File: config.mk
export PLATFORM = sky130hd
export DESIGN_NAME = link_extension_control_regs
export DESIGN_NICKNAME = d
export VERILOG_FILES = /design/src/rx_ctx0_filter.v /design/src/link_extension_control_regs.v
export VERILOG_INCLUDE_DIRS = /design/src
export SDC_FILE = /design/constraint.sdc
export NUM_CORES = 1
export LEC_CHECK = 0
export BUFFER_PORTS_ARGS = -buffer_cell sky130_fd_sc_hd__buf_2
export CORE_AREA = 2 2 99 101
export CTS_BUF_LIST = sky130_fd_sc_hd__clkbuf_8 sky130_fd_sc_hd__clkbuf_16
export DETAILED_ROUTE_END_ITERATION = 16
export DIE_AREA = 0 0 101 103
export GPL_TIMING_DRIVEN = 0
export PLACE_DENSITY = 0.74
export REMOVE_ABC_BUFFERS = 1
export SLEW_MARGIN = 25
export SYNTH_ARGS = -nofsm -noshare
export SYNTH_HDL_FRONTEND = slang
export SYNTH_HIERARCHICAL = 1
export SYNTH_SLANG_ARGS = --single-unit
File: constraint.sdc
create_clock -name clock -period 3.22 [get_ports clock]
set_input_delay 0.483 -clock clock [delete_from_list [all_inputs] [get_ports clock]]
set_output_delay 0.483 -clock clock [all_outputs]
set_load 0.1 [all_outputs]
File: src/link_ext_defines.vh
// Notes on behaviour
// - Context 0 frame sync holds off storing until a frame-start tag, branch control 01b.
// - Out-of-place frame-start tag makes context 0 jump to the frame resync pointer.
// - Frame sync acts only with header strip set and header keeping off.
// - Header strip with header keeping off drops first two payload quadlets per packet.
// - Video register bits 3 and 2 always read as zero.
// - Link register seen through set, clear and config alias; one storage.
// - Link register resets to zero on host or power reset.
// - Link register bits 31-16 read as zero.
// - Bit 15 set stops out-of-order async transmit pipelining.
// - Threshold code 00 2K, 01 1.7K, 10 1K, 11 512 bytes.
// - Programmed threshold holds only until first underrun; then store-and-forward.
// - A retried async packet uses the 2K store-and-forward threshold.
// - Below 2K, start at threshold or when whole packet loaded, whichever first.
// - FIFO empty mid-packet sends it errored and forces store-and-forward.
// - Frame start is third quadlet first bytes 1Fh then X7h.
`ifndef LINK_EXT_DEFINES_VH
`define LINK_EXT_DEFINES_VH

`define VID_SET_OFS      12'hA80
`define VID_CLR_OFS      12'hA84
`define LINK_SET_OFS     12'hA88
`define LINK_CLR_OFS     12'hA8C
`define LINK_CFG_OFS     8'hF4

`define VID_RESET        32'h00000000
`define VID_WMASK        32'h00000003
`define LINK_RESET       32'h00000000
`define LINK_WMASK       32'h0000F000

`define BIT_STRIP0       0
`define BIT_SYNC0        1
`define BIT_PIPE_OFF     15
`define BIT_RSVD14       14
`define THR_LSB          12
`define THR_MSB          13

`define THR_2K           12'h800
`define THR_1K7          12'h6CC
`define THR_1K           12'h400
`define THR_512          12'h200

`define TAG_BYTE0        8'h1F
`define TAG_NIBBLE1      4'h7
`define BRANCH_FILL      2'h1

`endif

File: src/rx_ctx0_filter.v
`timescale 1ns/10ps
`include "link_ext_defines.vh"

module rx_ctx0_filter
(
  input  wire        clock,
  input  wire        rst_b,
  input  wire        stripEn,
  input  wire        syncEn,
  input  wire        keepRxHeader,
  input  wire        bufferFillMode,
  input  wire [1:0]  branchCtl,
  input  wire        atFrameBoundary,
  input  wire        quadValid,
  input  wire        quadFirst,
  input  wire [31:0] quadData,
  output reg         storeValid,
  output reg  [31:0] storeData,
  output reg         frameJump,
  output reg         waitingFrame
);

  reg  [1:0] quadIndex_reg;
  reg        syncActive_reg;
  wire [1:0] curIndex;
  wire       stripActive;
  wire       syncActive;
  wire       tagSeen;
  wire       dropHeader;

  // ****************************************************************
  // Qualification
  // ****************************************************************
  assign stripActive = stripEn & ~keepRxHeader;
  assign syncActive  = syncEn & stripActive & bufferFillMode &
                       (branchCtl == `BRANCH_FILL);
  assign curIndex    = quadFirst ? 2'h0 : quadIndex_reg;
  assign tagSeen     = quadValid & (curIndex == 2'h2) &
                       (quadData[31:24] == `TAG_BYTE0) &
                       (quadData[19:16] == `TAG_NIBBLE1);
  assign dropHeader  = stripActive & (curIndex < 2'h2);

  // ****************************************************************
  // Quadlet path
  // ****************************************************************
  always @(posedge clock or negedge rst_b)
  begin
    if (!rst_b)
    begin
      quadIndex_reg  <= 2'h0;
      syncActive_reg <= 1'b0;
      waitingFrame   <= 1'b0;
      storeValid     <= 1'b0;
      storeData      <= 32'h00000000;
      frameJump      <= 1'b0;
    end
    else
    begin
      syncActive_reg <= syncActive;
      frameJump      <= 1'b0;
      storeValid     <= 1'b0;
      if (quadValid && curIndex != 2'h3)
        quadIndex_reg <= curIndex + 2'h1;
      else if (quadValid)
        quadIndex_reg <= 2'h3;
      // Arm on enabling so a stream caught mid-frame is skipped
      if (!syncActive)
        waitingFrame <= 1'b0;
      else if (!syncActive_reg)
        waitingFrame <= 1'b1;
      else if (waitingFrame && tagSeen)
        waitingFrame <= 1'b0;
      if (syncActive && syncActive_reg && !waitingFrame &&
          tagSeen && !atFrameBoundary)
        frameJump <= 1'b1;
      if (quadValid && !dropHeader)
      begin
        if (!(syncActive && (!syncActive_reg ||
              (waitingFrame && !tagSeen))))
        begin
          storeValid <= 1'b1;
          storeData  <= quadData;
        end
      end
    end
  end

endmodule // rx_ctx0_filter

File: src/link_extension_control_regs.v
`timescale 1ns/10ps
`include "link_ext_defines.vh"

module link_extension_control_regs
(
  input  wire        clock,
  input  wire        rst_b,
  input  wire        powerRst_b,
  // Host memory-space register port
  input  wire [11:0] regAddr,
  input  wire        regWrite,
  input  wire        regRead,
  input  wire [31:0] regWrData,
  output reg  [31:0] regRdData,
  output reg         regRdValid,
  // Configuration-space alias port
  input  wire [7:0]  cfgAddr,
  input  wire        cfgWrite,
  input  wire        cfgRead,
  input  wire [31:0] cfgWrData,
  output reg  [31:0] cfgRdData,
  output reg         cfgRdValid,
  // Async transmit queue side
  input  wire        txPktPending,
  input  wire [11:0] txFifoBytes,
  input  wire        txPktLoaded,
  input  wire        txRetry,
  input  wire        txFifoEmpty,
  input  wire        txPktDone,
  output reg         txStart,
  output reg         txErrored,
  output reg         storeFwdActive,
  output reg         asyncTxPipelineOff,
  output reg         rsvd14Out,
  // Receive context 0 side
  input  wire        keepRxHeader,
  input  wire        bufferFillMode,
  input  wire [1:0]  branchCtl,
  input  wire        atFrameBoundary,
  input  wire        rxQuadValid,
  input  wire        rxQuadFirst,
  input  wire [31:0] rxQuadData,
  output wire        rxStoreValid,
  output wire [31:0] rxStoreData,
  output wire        frameResyncJump,
  output wire        rxWaitingFrame
);

  // ****************************************************************
  // Reset
  // ****************************************************************
  // Either the host fundamental reset or the power reset clears the
  // block; both are asynchronous and active low.
  wire anyRst_b;

  assign anyRst_b = rst_b & powerRst_b;

  // ****************************************************************
  // Register storage
  // ****************************************************************
  reg  [31:0] linkEnh_reg;
  reg  [31:0] linkEnh_next;
  reg  [31:0] vidEnh_reg;
  reg  [31:0] vidEnh_next;
  wire        wrVidSet;
  wire        wrVidClr;
  wire        wrLinkSet;
  wire        wrLinkClr;
  wire        wrLinkCfg;
  wire [31:0] linkView;
  wire [31:0] vidView;

  assign wrVidSet  = regWrite & (regAddr == `VID_SET_OFS);
  assign wrVidClr  = regWrite & (regAddr == `VID_CLR_OFS);
  assign wrLinkSet = regWrite & (regAddr == `LINK_SET_OFS);
  assign wrLinkClr = regWrite & (regAddr == `LINK_CLR_OFS);
  assign wrLinkCfg = cfgWrite & (cfgAddr == `LINK_CFG_OFS);

  // Reserved bits are masked on read as well as write
  assign linkView = linkEnh_reg & `LINK_WMASK;
  assign vidView  = vidEnh_reg & `VID_WMASK;

  // Clear first, then set, so a set in the same cycle wins.
  // A config write replaces the bits before either is applied.
  always @*
  begin
    linkEnh_next = linkEnh_reg;
    if (wrLinkCfg)
      linkEnh_next = cfgWrData & `LINK_WMASK;
    if (wrLinkClr)
      linkEnh_next = linkEnh_next & ~(regWrData & `LINK_WMASK);
    if (wrLinkSet)
      linkEnh_next = linkEnh_next | (regWrData & `LINK_WMASK);
  end

  always @*
  begin
    vidEnh_next = vidEnh_reg;
    if (wrVidClr)
      vidEnh_next = vidEnh_next & ~(regWrData & `VID_WMASK);
    if (wrVidSet)
      vidEnh_next = vidEnh_next | (regWrData & `VID_WMASK);
  end

  always @(posedge clock or negedge anyRst_b)
  begin
    if (!anyRst_b)
    begin
      linkEnh_reg <= `LINK_RESET;
      vidEnh_reg  <= `VID_RESET;
    end
    else
    begin
      linkEnh_reg <= linkEnh_next;
      vidEnh_reg  <= vidEnh_next;
    end
  end

  // ****************************************************************
  // Read ports
  // ****************************************************************
  // One cycle of read latency; unmapped offsets read as zero.
  always @(posedge clock or negedge anyRst_b)
  begin
    if (!anyRst_b)
    begin
      regRdData  <= 32'h00000000;
      regRdValid <= 1'b0;
      cfgRdData  <= 32'h00000000;
      cfgRdValid <= 1'b0;
    end
    else
    begin
      regRdValid <= regRead;
      cfgRdValid <= cfgRead;
      if (regRead)
      begin
        case (regAddr)
          `VID_SET_OFS,
          `VID_CLR_OFS:  regRdData <= vidView;
          `LINK_SET_OFS,
          `LINK_CLR_OFS: regRdData <= linkView;
          default:       regRdData <= 32'h00000000;
        endcase
      end
      if (cfgRead)
      begin
        if (cfgAddr == `LINK_CFG_OFS)
          cfgRdData <= linkView;
        else
          cfgRdData <= 32'h00000000;
      end
    end
  end

  // ****************************************************************
  // Control outputs
  // ****************************************************************
  // Software is expected to load these before link power goes on;
  // nothing here blocks a later change.
  always @(posedge clock or negedge anyRst_b)
  begin
    if (!anyRst_b)
    begin
      asyncTxPipelineOff <= 1'b0;
      rsvd14Out          <= 1'b0;
    end
    else
    begin
      asyncTxPipelineOff <= linkEnh_reg[`BIT_PIPE_OFF];
      // Passed on untouched; only zero is a supported value
      rsvd14Out          <= linkEnh_reg[`BIT_RSVD14];
    end
  end

  // ****************************************************************
  // Async transmit threshold
  // ****************************************************************
  localparam TX_IDLE = 2'h0;
  localparam TX_WAIT = 2'h1;
  localparam TX_SEND = 2'h2;

  reg  [1:0]  txState_reg;
  reg  [1:0]  txState_next;
  reg         sfLatched_reg;
  reg  [11:0] thrBytes;
  reg         startNow;
  reg         underrun;
  reg         retryHeld_reg;
  wire        fullOnly;

  always @*
  begin
    case (linkEnh_reg[`THR_MSB:`THR_LSB])
      2'h0:    thrBytes = `THR_2K;
      2'h1:    thrBytes = `THR_1K7;
      2'h2:    thrBytes = `THR_1K;
      2'h3:    thrBytes = `THR_512;
      default: thrBytes = `THR_2K;
    endcase
  end

  // Store-and-forward waits for the whole packet regardless of level
  assign fullOnly = sfLatched_reg |
                    retryHeld_reg |
                    (linkEnh_reg[`THR_MSB:`THR_LSB] == 2'h0);

  always @*
  begin
    txState_next = txState_reg;
    startNow     = 1'b0;
    underrun     = 1'b0;
    case (txState_reg)
      TX_IDLE:
      begin
        if (txPktPending)
          txState_next = TX_WAIT;
      end
      TX_WAIT:
      begin
        if (txPktLoaded ||
            (!fullOnly && txFifoBytes >= thrBytes))
        begin
          startNow     = 1'b1;
          txState_next = TX_SEND;
        end
      end
      TX_SEND:
      begin
        if (txPktDone)
          txState_next = TX_IDLE;
        else if (txFifoEmpty && !txPktLoaded)
        begin
          underrun     = 1'b1;
          txState_next = TX_IDLE;
        end
      end
      default:
        txState_next = TX_IDLE;
    endcase
  end

  always @(posedge clock or negedge anyRst_b)
  begin
    if (!anyRst_b)
    begin
      txState_reg    <= TX_IDLE;
      sfLatched_reg  <= 1'b0;
      retryHeld_reg  <= 1'b0;
      txStart        <= 1'b0;
      txErrored      <= 1'b0;
      storeFwdActive <= 1'b0;
    end
    else
    begin
      txState_reg <= txState_next;
      txStart     <= startNow;
      txErrored   <= underrun;
      // Sticky until reset: a host that underran once stays safe
      if (underrun)
        sfLatched_reg <= 1'b1;
      if (txState_reg == TX_IDLE && txPktPending)
        retryHeld_reg <= txRetry;
      storeFwdActive <= sfLatched_reg | underrun;
    end
  end

  // ****************************************************************
  // Receive context 0
  // ****************************************************************
  rx_ctx0_filter rxFilter
  (
    .clock           (clock),
    .rst_b           (anyRst_b),
    .stripEn         (vidEnh_reg[`BIT_STRIP0]),
    .syncEn          (vidEnh_reg[`BIT_SYNC0]),
    .keepRxHeader    (keepRxHeader),
    .bufferFillMode  (bufferFillMode),
    .branchCtl       (branchCtl),
    .atFrameBoundary (atFrameBoundary),
    .quadValid       (rxQuadValid),
    .quadFirst       (rxQuadFirst),
    .quadData        (rxQuadData),
    .storeValid      (rxStoreValid),
    .storeData       (rxStoreData),
    .frameJump       (frameResyncJump),
    .waitingFrame    (rxWaitingFrame)
  );

endmodule // link_extension_control_regs

=== After elaboration in Yosys (flattened, before gate mapping) ===
Cells that the tools add are included.

* Bits in registers: 177
* Bits in latches: 0
* RAM bits: 0
* Memory bits (read-only): 0
* Input port bits: 147
* Word-level logic and storage cells: 122
* Memories kept: 0

* $add $sub $neg: 1
* $mul: 0
* Divide/modulo/power cells: 0
* Magnitude comparators: 2
* Eq/ne operators: 19
* Shift operators: 0
* Mux-type cells: 27
* Bitwise logic cells: 25
* Reduce and logical (&&, ||, !) cells: 28

{| class="wikitable"
|+ Operators with widths
! cell !! count
|-
| $mux W32 || 5
|-
| $and A32 B32 Y32 || 2
|-
| $eq A12 B12 Y1 const B || 4
|-
| $pmux W12 S4 || 1
|-
| $not A16 Y32 || 1
|-
| $not A2 Y32 || 1
|-
| $or A32 B16 Y32 || 1
|-
| $or A32 B2 Y32 || 1
|-
| $pmux W16 S2 || 1
|-
| $mux W16 || 1
|-
| $and A1 B1 Y1 || 14
|-
| $mux W2 || 7
|-
| $ge A12 B12 Y1 || 1
|-
| $logic_and A1 B1 Y1 || 12
|-
| $mux W1 || 11
|-
| $eq A2 B2 Y1 const B || 4
|-
| $eq A8 B5 Y1 const B || 1
|-
| $eq A8 B8 Y1 const B || 1
|-
| $logic_not A1 Y1 || 7
|-
| $eq A2 B1 Y1 const B || 3
|-
| $ne A2 B2 Y1 const B || 3
|-
| $ne A3 B3 Y1 const B || 2
|-
| $pmux W2 S3 || 1
|-
| $eq A4 B3 Y1 const B || 1
|-
| other kinds (10) || 16
|}

=== Depth between registers and ports, before layout ===
* Word-level depth: 11
* Depth in mapped cells: 9
* Depth with buffers taken out: 9

=== Modules after synthesis ===
The synthesis kept the hierarchy.

{| class="wikitable"
|+ Modules (own cells, without submodules)
! module !! times used !! cells an instance !! area an instance (um^2) !! sequential area each (um^2)
|-
| link_extension_control_regs || 1 || 185 || 1766.7 || 675.6
|-
| rx_ctx0_filter || 1 || 99 || 1639.1 || 950.9
|}

=== Worst setup path after synthesis ===
Ideal clock, no wire load.

* Kind: input to register
* From: input rxQuadFirst
* To: register rxFilter.storeData[10]
* Setup time: 0.126 ns
* Arrival: 2.370 ns
* Slack: 0.723 ns
* Stages: 7
* Buffers on the path: 1
* Cell sequence: nor2b_1 -> ha_1 -> nand4b_1 -> or4_4 -> a311oi_4 -> buf_6 -> mux2_4

* Longest elaborated chain between the ends: 11
* Elaborated cells on any way between the ends: 15

{| class="wikitable"
|+ Ends and longest elaborated chain
! element !! RTL line !! RTL
|-
| from (decl) || link_extension_control_regs.v:41 || <nowiki>input wire rxQuadFirst,</nowiki>
|-
| $mux W2 * || rx_ctx0_filter.v:37 || <nowiki>assign curIndex = quadFirst ? 2'h0 : quadIndex_reg;</nowiki>
|-
| $eq A2 B2 Y1 || rx_ctx0_filter.v:38 || <nowiki>assign tagSeen = quadValid & (curIndex == 2'h2) &</nowiki>
|-
| $and A1 B1 Y1 (3 in series) || rx_ctx0_filter.v:38 ||
|-
| $logic_not A1 Y1 || rx_ctx0_filter.v:79 || <nowiki>(waitingFrame && !tagSeen))))</nowiki>
|-
| $logic_and A1 B1 Y1 || rx_ctx0_filter.v:79 ||
|-
| $logic_or A1 B1 Y1 || rx_ctx0_filter.v:78 || <nowiki>if (!(syncActive && (!syncActive_reg ||</nowiki>
|-
| $logic_and A1 B1 Y1 || rx_ctx0_filter.v:78 ||
|-
| $not A1 Y1 (no line) || - ||
|-
| $reduce_and A2 Y1 (no line) * || - ||
|-
| to (signal assigned) || rx_ctx0_filter.v:82 || <nowiki>storeData <= quadData;</nowiki>
|-
| to (decl) || rx_ctx0_filter.v:18 || <nowiki>output reg [31:0] storeData,</nowiki>
|}

Mark *: on every way between the ends. The rest lies on a longest branch, timed or not.
A chain may end at the register's enable or synchronous reset.

=== Worst setup path after layout ===
* From: register rxFilter.quadIndex_reg[1]
* To: register rxFilter.storeData[5]

* Longest elaborated chain between the ends: 11
* Elaborated cells on any way between the ends: 15

{| class="wikitable"
|+ Ends and longest elaborated chain
! element !! RTL line !! RTL
|-
| from (decl) || rx_ctx0_filter.v:23 || <nowiki>reg [1:0] quadIndex_reg;</nowiki>
|-
| from (signal assigned) || rx_ctx0_filter.v:63 || <nowiki>quadIndex_reg <= curIndex + 2'h1;</nowiki>
|-
| $mux W2 * || rx_ctx0_filter.v:37 ||
|-
| $eq A2 B2 Y1 || rx_ctx0_filter.v:38 ||
|-
| $and A1 B1 Y1 (3 in series) || rx_ctx0_filter.v:38 ||
|-
| $logic_not A1 Y1 || rx_ctx0_filter.v:79 ||
|-
| $logic_and A1 B1 Y1 || rx_ctx0_filter.v:79 ||
|-
| $logic_or A1 B1 Y1 || rx_ctx0_filter.v:78 ||
|-
| $logic_and A1 B1 Y1 || rx_ctx0_filter.v:78 ||
|-
| $not A1 Y1 (no line) || - ||
|-
| $reduce_and A2 Y1 (no line) * || - ||
|}

Marked as above.

==> run metrics <==
Hold Slack=192 ps; Final Max Tran Viols=0; Die Ht=roughly 100 um; synth top area cells=dfrtp_1 48%, mux2_4 13%, buf_4 12%, ha_1 3.7%, inv_1 1.9%; initial antenna violation count=1; PD cells=approximately 730 mW/mm2; Final period util=90.6%; Via Count=2455; most used cell, CP=buf_6; H-tree level count=3; slew margin rel.=between 60 and 70%; vias in the first global route=2301; global routing usage on met1=around 15%; CTS tree=yes; Post-CTS Setup Inserts=0; Critical Path RT=3440 ps; Mapped Area=0.00341 mm2; global placement routability congestion=0.783; hold_buf cts=0; Crit Path Max Fanout=11; fin util=a little under half; Tmin final=2920 ps; Yosys cell types=43; CP max-delay cell=a311oi_4; worst slew pin tran=549 ps; synth warn=6; core area=0.00946 mm2; cts repair resizes=0; share of the synthesized area in the top cell type=47.8%; CTS Buf Count=9; clk_lat worst skew=340 ps; Post-DP HPWL=5660 um; ANT cells=0; largest net degree at the start of global routing=39; worst hold path type=input port to asynchronous set/reset pin; Worst Setup End Kind=register; synthesized area per cell=approximately 12 um2; critical path type=register to register; Top Usage Layer GRT=met2; Worst path max stage delay=approximately 570 ps; Top Registers=rxFilter/storeData x32, regRdData x6; RSZ-0062 raised after global routing=false; Die Wd=101 um; grt met3 use=4.88%; vias per cell=4.40; Total Wirelength=7080 um; Starting DRT DRC Count=64; Die ar.=0.0104 mm2; Reg clk slew, reported paths=80 ps; most frequent cells in the layout=144 x buf_2, 65 x dfrtp_1, 54 x conb_1; synthesized flop and latch total=65; sequential fraction of the synthesis area=~48%; LEAKAGE=between 2 and 2.5 nW; Fin. Hold Viols=0; met2 Use GR=21.8%; Initial DRT Pass Iterations=4; root buf cell=clkbuf_8; status=completed; area grow syn2layout=26.0%; commonest non-fill, non-tap cell in the layout=buf_2; first-pass GRT wire length=10500 um; overall power=0.00314 W; CTS max path bufs=2; Reg with most FFs=rxFilter/storeData; Worst IR Drop VDD=0.379 mV; Sink Count=65; starting density of the core=36.0%; CP Launch Type=register; Max Clock Skew=12.1 ps; Cells after Synth=284; Ports=between 200 and 300; final net count=596; Largest register FFs=32; WP data arrival=3130 ps; remaining antenna violation count=0; DR DRC count=0; layout cells sized above 1=45.9%; Routed WL per cell=12.7 um; CP Cell Sequence=nor2b_1 -> ha_1 -> nand4b_1 -> or4_4 -> a311oi_4 -> buf_6 -> buf_6 -> mux2_2; GRT Residual Overflow=0; Max Cap Violations=0; I/O Buffers=144; Max Freq=343 MHz; largest area contributor in the netlist=dfrtp_1; row count=36; setup violators final=0; Tot GR Track Use=13.1%
[report_power, final]
| part | total [W] | internal [W] | switching [W] |
|---|---|---|---|
| registers | 0.00101 | 0.000938 | 0.0000696 |
| clock network | 0.000707 | 0.000380 | 0.000327 |
| logic | 0.00142 | 0.000281 | 0.00114 |
[worst max-delay path, delay by kind of cell (launching register included)]
family	cells	cell delay (ps)
buffers and inverters	2	460
adders and majority gates	1	190
AOI/OAI and AO/OA	1	570
muxes	1	340
DFF	1	340
and+or+nand+nor	3	880
[layout make-up]
type                            instances  area (um2)
Clock buffer                           10         138
Clock inverter                          6        67.6
Fill cell                             906        5170
Inverter                               17        63.8
Multi-Input combinational cell        198        1480
Sequential cell                        65        1630
Tap cell                              114         143
Timing Repair Buffer                  148         774
[kinds of logic after synthesis]
kind of cell / count (synthesis) / synth area share (%)
buf+inv: 74 / 14.8
compound gates: 34 / 7.09
xor+xnor: 1 / 0.257
other cells: 1 / 0.110
simple gates: 60 / 10.5
fa+ha+maj: 10 / 3.67
mux: 39 / 15.9
flops: 65 / 47.8
[cell usage after synthesis, drive strengths merged]
library cell   n
conb           1
a21boi         1
a211oi         2
inv           17
and4           1
nor2          11
nand2          8
dfrtp         65
nor4           1
a21o           4
or2            3
and3           1
or4b           1
nor3           6
mux2          33
nand4          2
buf           57
a22o           4
nor2b          5
o2111a         1
ha            10
a21oi          9
o41ai          1
or3            2
nand3          6
or4            2
a311oi         2
nand2b         3
xnor2          1
and2           2
nor3b          1
o31a           1
and4b          1
mux2i          6
o21ai          9
nor4bb         1
nand4b         3
[metrics by stage]
stage          setup TNS (ps)  instances  area [um2]  worst slack [ps]
2_1_floorplan           -5100        280        3170              -234
3_3_place_gp           -28730        538        4030              -772
3_5_place_dp                0        542        4090              58.1
4_1_cts                     0        558        4290               279
5_1_grt                     0        558        4290               207
6_report                    0        558        4290               301
[worst paths after layout]
check	start	to	slack, ps	cells past startpoint
min	powerRst_b	cfgRdData[14]$_DFFE_PN0P_	190	2
min in group clock	cfgRead	cfgRdValid$_DFF_PN0_	270	1
max	rxFilter/quadIndex_reg[1]$_DFFE_PN0P_	rxFilter/storeData[5]$_DFFE_PN0P_	300	8
min reg2reg	linkEnh_reg[14]$_DFF_PN0_	rsvd14Out$_DFF_PN0_	430	0
max in group asynchronous	rst_b	rxFilter/storeData[24]$_DFFE_PN0P_	2490	3
max reg2reg	rxFilter/quadIndex_reg[1]$_DFFE_PN0P_	rxFilter/storeData[5]$_DFFE_PN0P_	300	8
[metal layers]
metal | wire (um) | part of all wire, %
met2 | 3510 | 50
met1 | 3000 | 42
met5 | 13 | 0.18
met3 | 460 | 6.5
met4 | 87 | 1.2
No activity file was read; power rests on OpenSTA's default activity.
